**src/core/term_cfg_defs.svh**
```systemverilog
`ifndef TERM_CFG_DEFS_SVH
`define TERM_CFG_DEFS_SVH

// ----------------------------------------------------------------------
// Register map
// ----------------------------------------------------------------------
`define REG_ADDR_W 4
`define ROLE_CFG_OFS 4'h0
`define FRAME_TIME_OFS 4'h1
`define EXT_CFG_OFS 4'h2
`define SEQ_CTRL_OFS 4'h3

// ----------------------------------------------------------------------
// Field positions and reset values
// ----------------------------------------------------------------------
`define ROLE_PRIMARY_BIT 15
`define ROLE_SECONDARY_BIT 14
`define MEM_PTR_BIT 13
`define MONITOR_EN_BIT 12
`define BUS_CTRL_ACC_N_BIT 11
`define BUSY_N_BIT 10
`define SVC_REQ_N_BIT 9
`define SUBSYS_N_BIT 8
`define FRAME_REPEAT_BIT 8
`define INT_TRIG_BIT 6
`define GAP_SEL_BIT 5
`define RETRY_EN_BIT 4
`define DOUBLE_RETRY_BIT 3
`define CTRL_ACTIVE_BIT 2
`define FRAME_IP_BIT 1
`define MSG_IP_BIT 0
`define ENHANCED_BIT 15
`define ALT_STATUS_BIT 5
`define START_BIT 0
`define STOP_BIT 1
`define ROLE_CFG_RST 16'h8000
`define FRAME_TIME_RST 16'h0000
`define EXT_CFG_RST 16'h0000

// ----------------------------------------------------------------------
// Timing
// ----------------------------------------------------------------------
`define CLK_PERIOD_NS 8
`define NS_PER_US 1000
`define FRAME_STEP_US 100
`define DEFAULT_GAP_US 10
`define MIN_GAP_US 10

`endif

```
**src/core/term_cfg_pkg.sv**
```systemverilog
package term_cfg_pkg;

   typedef enum logic [2:0] {
      SEQ_IDLE = 3'b000,
      SEQ_MSG = 3'b001,
      SEQ_GAP = 3'b011,
      SEQ_FRAME_WAIT = 3'b010
   } seq_state_t;

   typedef struct packed {
      logic start;
      logic is_retry;
   } msg_req_t;

   typedef struct packed {
      logic busy;
      logic service_request;
      logic subsystem_flag;
      logic bus_control_accept;
      logic ignore_commands;
   } rt_status_t;

endpackage : term_cfg_pkg

```
**src/core/terminal_config_control.sv**
```systemverilog
// Implementation choices: the register addresses and the address-and-strobe port.
`timescale 1ns/10ps
`default_nettype none
`include "term_cfg_defs.svh"

module terminal_config_control
#(
   parameter int FRAME_STEP_CYCLES = `FRAME_STEP_US * `NS_PER_US / `CLK_PERIOD_NS,
   parameter int MSG_COUNT_W = 8
)
(
   // Clock and reset
   input wire logic MCLK,
   input wire logic RST,
   // Host register port
   input wire logic [`REG_ADDR_W-1:0] ADDR,
   input wire logic [15:0] WDATA,
   input wire logic WR,
   input wire logic RD,
   output logic [15:0] RDATA,
   // Message engine
   input wire logic [MSG_COUNT_W-1:0] MSG_COUNT,
   input wire logic [15:0] MSG_GAP_US,
   input wire logic MSG_RETRY_REQ,
   input wire logic MSG_DONE,
   input wire logic MSG_ERROR,
   input wire logic FRAME_ABORT,
   output term_cfg_pkg::msg_req_t MSG_REQ,
   // Terminal side
   input wire logic DYN_BUS_CTRL_CMD,
   output term_cfg_pkg::rt_status_t RT_STATUS,
   output logic MONITOR_EN,
   output logic RT_MONITOR_COMBINED,
   output logic MEM_PTR_SEL,
   output logic CTRL_ROLE
);

   // ----------------------------------------------------------------------
   // Time bases
   // ----------------------------------------------------------------------
   localparam int US_CYCLES = `NS_PER_US / `CLK_PERIOD_NS;

   logic [15:0] role_cfg_r;
   logic [15:0] frame_time_r;
   logic [15:0] ext_cfg_r;
   term_cfg_pkg::seq_state_t state_r;
   logic [MSG_COUNT_W-1:0] msg_idx_r;
   logic [1:0] tries_r;
   logic [15:0] us_pre_r;
   logic [15:0] gap_cnt_r;
   logic [15:0] gap_target;
   logic [31:0] step_pre_r;
   logic [15:0] frame_cnt_r;
   logic frame_expired;
   logic ctrl_mode;
   logic rt_mode;
   logic start_req;
   logic stop_req;
   logic may_retry;
   logic last_msg;
   logic repeat_frame;
   logic ctrl_active;
   logic frame_ip;
   logic msg_ip;
   logic [15:0] role_rd;

   // Role decoding selects which meaning each stored bit carries.
   assign ctrl_mode = ~role_cfg_r[`ROLE_PRIMARY_BIT];
   assign rt_mode = role_cfg_r[`ROLE_PRIMARY_BIT] & ~role_cfg_r[`ROLE_SECONDARY_BIT];
   assign start_req = WR && ADDR == `SEQ_CTRL_OFS && WDATA[`START_BIT] && ctrl_mode;
   assign stop_req = (WR && ADDR == `SEQ_CTRL_OFS && WDATA[`STOP_BIT]) || FRAME_ABORT ||
      !ctrl_mode;

   // ----------------------------------------------------------------------
   // Host registers
   // ----------------------------------------------------------------------
   always_ff @(posedge MCLK)
   begin
      if (RST)
      begin
         role_cfg_r <= `ROLE_CFG_RST;
         frame_time_r <= `FRAME_TIME_RST;
         ext_cfg_r <= `EXT_CFG_RST;
      end
      else if (WR)
      begin
         // The live flag positions are never stored.
         if (ADDR == `ROLE_CFG_OFS)
            role_cfg_r <= {WDATA[15:3], 3'b000};
         else if (ADDR == `FRAME_TIME_OFS)
            frame_time_r <= WDATA;
         else if (ADDR == `EXT_CFG_OFS)
            ext_cfg_r <= WDATA;
      end
   end

   always_comb
   begin
      role_rd = role_cfg_r;
      if (ctrl_mode)
      begin
         role_rd[`CTRL_ACTIVE_BIT] = ctrl_active;
         role_rd[`FRAME_IP_BIT] = frame_ip;
         role_rd[`MSG_IP_BIT] = msg_ip;
      end
   end

   always_ff @(posedge MCLK)
   begin
      if (RST || !RD)
         RDATA <= 16'h0000;
      else if (ADDR == `ROLE_CFG_OFS)
         RDATA <= role_rd;
      else if (ADDR == `FRAME_TIME_OFS)
         RDATA <= frame_time_r;
      else if (ADDR == `EXT_CFG_OFS)
         RDATA <= ext_cfg_r;
      else if (ADDR == `SEQ_CTRL_OFS)
         RDATA <= {13'h0000, state_r};
      else
         RDATA <= 16'h0000;
   end

   // ----------------------------------------------------------------------
   // Controller sequencer
   // ----------------------------------------------------------------------
   assign may_retry = role_cfg_r[`RETRY_EN_BIT] && MSG_RETRY_REQ &&
      (tries_r == 2'd0 || (tries_r == 2'd1 && role_cfg_r[`DOUBLE_RETRY_BIT]));
   assign last_msg = msg_idx_r + 1'b1 >= MSG_COUNT;
   // A repeating frame needs a fixed period; without it one frame runs.
   assign repeat_frame = role_cfg_r[`FRAME_REPEAT_BIT] &&
      role_cfg_r[`INT_TRIG_BIT];
   assign gap_target = !role_cfg_r[`GAP_SEL_BIT] ? 16'(`DEFAULT_GAP_US) :
      (MSG_GAP_US < 16'(`MIN_GAP_US) ? 16'(`MIN_GAP_US) : MSG_GAP_US);

   always_ff @(posedge MCLK)
   begin
      if (RST)
      begin
         state_r <= term_cfg_pkg::SEQ_IDLE;
         msg_idx_r <= '0;
         tries_r <= 2'd0;
      end
      else if (stop_req)
      begin
         state_r <= term_cfg_pkg::SEQ_IDLE;
         tries_r <= 2'd0;
      end
      else
      begin
         case (state_r)
            term_cfg_pkg::SEQ_IDLE:
            begin
               if (start_req && MSG_COUNT != '0)
               begin
                  state_r <= term_cfg_pkg::SEQ_MSG;
                  msg_idx_r <= '0;
                  tries_r <= 2'd0;
               end
            end
            term_cfg_pkg::SEQ_MSG:
            begin
               if (MSG_DONE)
               begin
                  if (MSG_ERROR && may_retry)
                  begin
                     tries_r <= tries_r + 2'd1;
                  end
                  else
                  begin
                     tries_r <= 2'd0;
                     state_r <= term_cfg_pkg::SEQ_GAP;
                  end
               end
            end
            term_cfg_pkg::SEQ_GAP:
            begin
               if (gap_cnt_r >= gap_target)
               begin
                  if (!last_msg)
                  begin
                     msg_idx_r <= msg_idx_r + 1'b1;
                     state_r <= term_cfg_pkg::SEQ_MSG;
                  end
                  else if (repeat_frame)
                     state_r <= term_cfg_pkg::SEQ_FRAME_WAIT;
                  else
                     state_r <= term_cfg_pkg::SEQ_IDLE;
               end
            end
            term_cfg_pkg::SEQ_FRAME_WAIT:
            begin
               if (!repeat_frame)
               begin
                  state_r <= term_cfg_pkg::SEQ_IDLE;
               end
               else if (frame_expired)
               begin
                  msg_idx_r <= '0;
                  state_r <= term_cfg_pkg::SEQ_MSG;
               end
            end
            default:
               state_r <= term_cfg_pkg::SEQ_IDLE;
         endcase
      end
   end

   // Gap timer counts whole microseconds from the end of a message.
   always_ff @(posedge MCLK)
   begin
      if (RST || state_r != term_cfg_pkg::SEQ_GAP)
      begin
         us_pre_r <= 16'h0000;
         gap_cnt_r <= 16'h0000;
      end
      else if (us_pre_r == 16'(US_CYCLES - 1))
      begin
         us_pre_r <= 16'h0000;
         if (gap_cnt_r != 16'hFFFF)
         begin
            gap_cnt_r <= gap_cnt_r + 16'h0001;
         end
      end
      else
      begin
         us_pre_r <= us_pre_r + 16'h0001;
      end
   end

   // Frame period is measured from each frame start, so gaps and retries
   // inside a frame do not stretch it.
   assign frame_expired = frame_cnt_r >= frame_time_r;

   always_ff @(posedge MCLK)
   begin
      if (RST || state_r == term_cfg_pkg::SEQ_IDLE ||
          (state_r == term_cfg_pkg::SEQ_FRAME_WAIT && frame_expired))
      begin
         step_pre_r <= 32'h0000_0000;
         frame_cnt_r <= 16'h0000;
      end
      else if (step_pre_r == 32'(FRAME_STEP_CYCLES - 1))
      begin
         step_pre_r <= 32'h0000_0000;
         if (frame_cnt_r != 16'hFFFF)
         begin
            frame_cnt_r <= frame_cnt_r + 16'h0001;
         end
      end
      else
      begin
         step_pre_r <= step_pre_r + 32'h0000_0001;
      end
   end

   assign ctrl_active = state_r != term_cfg_pkg::SEQ_IDLE;
   assign frame_ip = state_r == term_cfg_pkg::SEQ_MSG ||
      (state_r == term_cfg_pkg::SEQ_GAP && !last_msg);
   assign msg_ip = state_r == term_cfg_pkg::SEQ_MSG;

   // Start pulse for each attempt, registered on the same edge as the sequencer commits.
   always_ff @(posedge MCLK)
   begin
      if (RST)
      begin
         MSG_REQ <= '0;
      end
      else
      begin
         MSG_REQ.start <= !stop_req && ((state_r == term_cfg_pkg::SEQ_IDLE && start_req &&
            MSG_COUNT != '0) || (state_r == term_cfg_pkg::SEQ_MSG && MSG_DONE && MSG_ERROR &&
            may_retry) || (state_r == term_cfg_pkg::SEQ_GAP && gap_cnt_r >= gap_target &&
            !last_msg) || (state_r == term_cfg_pkg::SEQ_FRAME_WAIT && repeat_frame &&
            frame_expired));
         MSG_REQ.is_retry <= state_r == term_cfg_pkg::SEQ_MSG && MSG_DONE && MSG_ERROR &&
            may_retry;
      end
   end

   // ----------------------------------------------------------------------
   // Terminal status and options
   // ----------------------------------------------------------------------
   // The active-low layout only holds without the alternate status word.
   logic rt_plain;
   assign rt_plain = rt_mode && !ext_cfg_r[`ALT_STATUS_BIT];

   always_ff @(posedge MCLK)
   begin
      if (RST)
      begin
         RT_STATUS <= '0;
         MONITOR_EN <= 1'b0;
         RT_MONITOR_COMBINED <= 1'b0;
         MEM_PTR_SEL <= 1'b0;
         CTRL_ROLE <= 1'b0;
      end
      else
      begin
         RT_STATUS.bus_control_accept <= rt_plain && DYN_BUS_CTRL_CMD &&
            !role_cfg_r[`BUS_CTRL_ACC_N_BIT];
         RT_STATUS.busy <= rt_plain && !role_cfg_r[`BUSY_N_BIT];
         RT_STATUS.ignore_commands <= rt_plain && !role_cfg_r[`BUSY_N_BIT];
         RT_STATUS.service_request <= rt_plain && !role_cfg_r[`SVC_REQ_N_BIT];
         RT_STATUS.subsystem_flag <= rt_plain && !role_cfg_r[`SUBSYS_N_BIT];
         MONITOR_EN <= role_cfg_r[`MONITOR_EN_BIT];
         RT_MONITOR_COMBINED <= rt_mode && role_cfg_r[`MONITOR_EN_BIT];
         MEM_PTR_SEL <= role_cfg_r[`MEM_PTR_BIT];
         CTRL_ROLE <= ctrl_mode;
      end
   end

endmodule : terminal_config_control

`default_nettype wire

```
**config.mk**
```make
export PLATFORM = sky130hd
export DESIGN_NAME = terminal_config_control
export DESIGN_NICKNAME = d
export VERILOG_FILES = /design/src/core/term_cfg_pkg.sv /design/src/core/terminal_config_control.sv
export VERILOG_INCLUDE_DIRS = /design/src /design/src/core
export SDC_FILE = /design/constraint.sdc
export NUM_CORES = 1
export LEC_CHECK = 0
export BUFFER_PORTS_ARGS = -buffer_cell sky130_fd_sc_hd__buf_4
export CAP_MARGIN = 20
export CORE_ASPECT_RATIO = 1.25
export CORE_UTILIZATION = 59
export CTS_CLUSTER_SIZE = 24
export DETAILED_ROUTE_END_ITERATION = 8
export PLACE_DENSITY = 0.8
export SYNTH_ARGS = -nofsm -noshare
export SYNTH_HDL_FRONTEND = slang
export SYNTH_SLANG_ARGS = --single-unit
```
**constraint.sdc**
```tcl
create_clock -name MCLK -period 4.67 [get_ports MCLK]
set_input_delay 0.934 -clock MCLK [delete_from_list [all_inputs] [get_ports MCLK]]
set_output_delay 0.934 -clock MCLK [all_outputs]
set_load 0.01 [all_outputs]
```
==> results.md <==
- Final WL: 19100 um
- Grt ovf: 0
- Number of global-route vias before repair: roughly 6600
- Clock Skew: 0.00444 ns
- Post-synthesis sequential area ratio: 0.399
- Initial antenna violation count: 0
- P_sw: 0.000619 W
- Die X: between 100 and 150 um
- Max Cap Viol: 0
- Cell internal pwr: 0.00225 W
- Clock Path Buffers: 2
- Share of layout cells above drive strength 1: 0.118
- CTS resizes: 0
- Fill cells: 1098
- Synthesized area per cell: just over 8 um2
- Reg power frac: 0.489
- Tightest Hold Check Type: reg2reg
- Status: completed
- Minimum hold slack: 0.454 ns
- Routed Antenna Nets: 0
- Root Buffer: clkbuf_16
- Ant. Diodes: 0
- Total I/O pin count: 80
- Minimum clock period: between 3 and 4 ns
- Final net count: 1160
- Top post-synthesis cells by area: dfxtp_1, ha_1, nand2_1
- Post-DP HPWL: 13700 um
- Fin. max-slew vios: 0
- Endpoint of the worst-slack reg-to-reg timing path: msg_idx_r[0]
- Static leakage: 3.43 nW
- PwrDens: 305 nW/um2
- Final setup viols: 0
- GRT Total Usage: 0.277
- Mapped Area: 8180 um2
- CTS tree: done
- CP Data Arrival Time: around 4.0 ns
- Setup CP Type: in2reg
- Hold-fix buffers, CTS: 0
- Post-CTS setup buffers: 0
- EDFF count, synth: 0
- Leading area contributor after synthesis: dfxtp_1
- Crit path launch type: primary input
- Sw frac: 0.215
- Worst Tran Pin Value: about 0.87 ns
- Reg2reg setup slack: 1.08 ns
- Setup crit start: MSG_GAP_US[2]
- Synthesized instance count: 996
- CTS H-tree depth: 4
- Post-synthesis cell type count: 63
- Vias per cell: 5.73
- First-pass GRT wire length: between 30000 and 40000 um
- FP Rows: 47
- Power share of the clock group: 0.467
- Async S/R FF share, synth: 0
- Post-synth top area share: 0.399
- Core Region: 13400 um2
- First-pass DRT Iterations: 4
- Worst setup path endpoint: msg_idx_r[0]
- Total nets after synthesis: between 1000 and 1500
- Full die area: around 14000 um2
- CP Capture Type: register
- Count leader, synth: dfxtp_1
- WP data required: 4.98 ns
- Peak VDD IR: 285 uV
- Min-delay src: frame_time_r[15]
- Crit share post-route: 0.790
- Vias: 7121
- FF-to-FF Start: role_cfg_r[5]
- Hold path depth: 2
- PortBufs: 79
- Starting density of the core: 0.610
- Warnings, synthesis: 0
- Drt wl/cell: 15.4 um
- DRT iter0 DRCs: 509
- Num CTS Buffers: 17
- Worst-path maximum fanout: 10
- Synth cell count leaders: dfxtp_1, nand2_1, nor2_1, a21oi_1, ha_1
- Remaining DRCs: 0
- Relative max-transition margin: 0.418
- Endpoints failing hold: 0
- Reg2Reg Depth: 11
- Yosys reg bits: 163
- DIE HEIGHT: 134 um
- Worst-skew pair later-pin latency: 0.43 ns
- Clk sinks: 163
- Fmax: 0.271 GHz
- Comb pwr share: 0.044
- RSZ-0062 raised after global routing: false
- Area grow syn2layout: 15.2%
- Largest net degree at the start of global routing: 65
- Clock Pin Slew Worst Setup and Hold Paths: approximately 0.060 ns
- GP Congestion: 0.871
- Commonest register cell after synthesis: dfxtp_1
- Setup TNS: 0 ns
## metrics by stage
| step | util | cell area, um2 | worst slack (ns) | total power (W) | cells |
|---|---|---|---|---|---|
| 2_1_floorplan | - | 8180 | 0.881 | 0.00149 | 996 |
| 3_3_place_gp | 0.661 | 8860 | 0.602 | 0.00156 | 1210 |
| 3_5_place_dp | 0.661 | 8860 | 0.565 | 0.00156 | 1210 |
| 4_1_cts | 0.703 | 9420 | 1.00 | 0.00289 | 1242 |
| 5_1_grt | 0.703 | 9430 | 0.634 | 0.00295 | 1243 |
| 6_report | 0.703 | 9430 | 0.982 | 0.00287 | 1243 |
## worst max-delay path: stages
cell       delay [ns]
buf_4            0.08
o21ai_0          0.08
a41oi_1          0.58
nand2_1          0.12
ha_1             0.34
nand4_1          0.13
or3_1            0.41
a311oi_1         0.38
nor3_1           0.15
a2111oi_4        0.23
buf_4            0.25
mux2_4           0.31
## cells by family after synthesis
family,Yosys count,synth area share
fa+ha+maj,48,0.0734
mux,12,0.0154
buf+inv,81,0.0385
xor+xnor,69,0.0739
simple gates,460,0.274
compound gates,163,0.126
flops,163,0.399
## area by class of cell
type | instances | area (um2) | area share
Sequential cell | 163 | 3260 | 0.346
Timing Repair Buffer | 84 | 631 | 0.0669
Clock inverter | 10 | 109 | 0.0115
Inverter | 41 | 154 | 0.0163
Clock buffer | 22 | 454 | 0.0482
Multi-Input combinational cell | 752 | 4600 | 0.488
Tap cell | 171 | 214 | 0.0227
## placed cells by master, fill, tap and decap left out, types with 3 or more instances in the layout
cell type  instances
a31oi_1            3
nand2_1          152
xor2_1            42
nor3b_1            4
clkinv_2           5
nor4b_1            3
and2_1             8
and3_1            18
mux2i_1           10
nand2b_1          10
nor4_1            18
or2_2              5
o22ai_1           13
o21a_1             6
a22o_1             3
a21oi_1           72
o2111ai_1          6
and4_1            13
o211ai_1           3
nand4_1           25
nand3_1           36
clkbuf_1           4
o21ai_0           30
dfxtp_1          163
xnor2_1           27
inv_1             41
or3_1             11
nor3_1            15
nor2_1           102
ha_1              48
nor2b_1           32
clkbuf_16         17
buf_4             84
## sequential cells by signal, indices dropped and copies added (netlist names)
name                 flops
gap_cnt_r               16
CTRL_ROLE                1
us_pre_r                16
MEM_PTR_SEL              1
MONITOR_EN               1
RT_MONITOR_COMBINED      1
state_r                  2
msg_idx_r                8
role_cfg_r              13
tries_r                  2
RDATA                   16
step_pre_r              32
RT_STATUS                4
ext_cfg_r               16
MSG_REQ                  2
frame_time_r            16
frame_cnt_r             16
## metal layers
metal	global-route usage	vias to the layer above	part of all wire
li1	-	3587	-
met1	0.326	3329	0.42
met2	0.479	160	0.51
met3	0.0563	45	0.042
met4	0.130	0	0.033
met5	0	-	0
## how the worst min path moves through the flow
stage	to
2_1_floorplan	RT_STATUS[0]
3_3_place_gp	role_cfg_r[7]
3_5_place_dp	role_cfg_r[7]
4_1_cts	role_cfg_r[7]
5_1_grt	frame_time_r[7]
6_report	frame_time_r[15]
## power groups by stage
stage	Sequential (W)	Clock [W]	Combinational [W]
finish	0.00140	0.00134	0.000126
global route	0.00140	0.00141	0.000137
CTS	0.00140	0.00136	0.000126
detailed placement	0.00144	0	0.000125
global placement	0.00144	0	0.000124
floorplan	0.00144	0	0.0000580
Note: power is estimated with default switching activity, not from simulation.
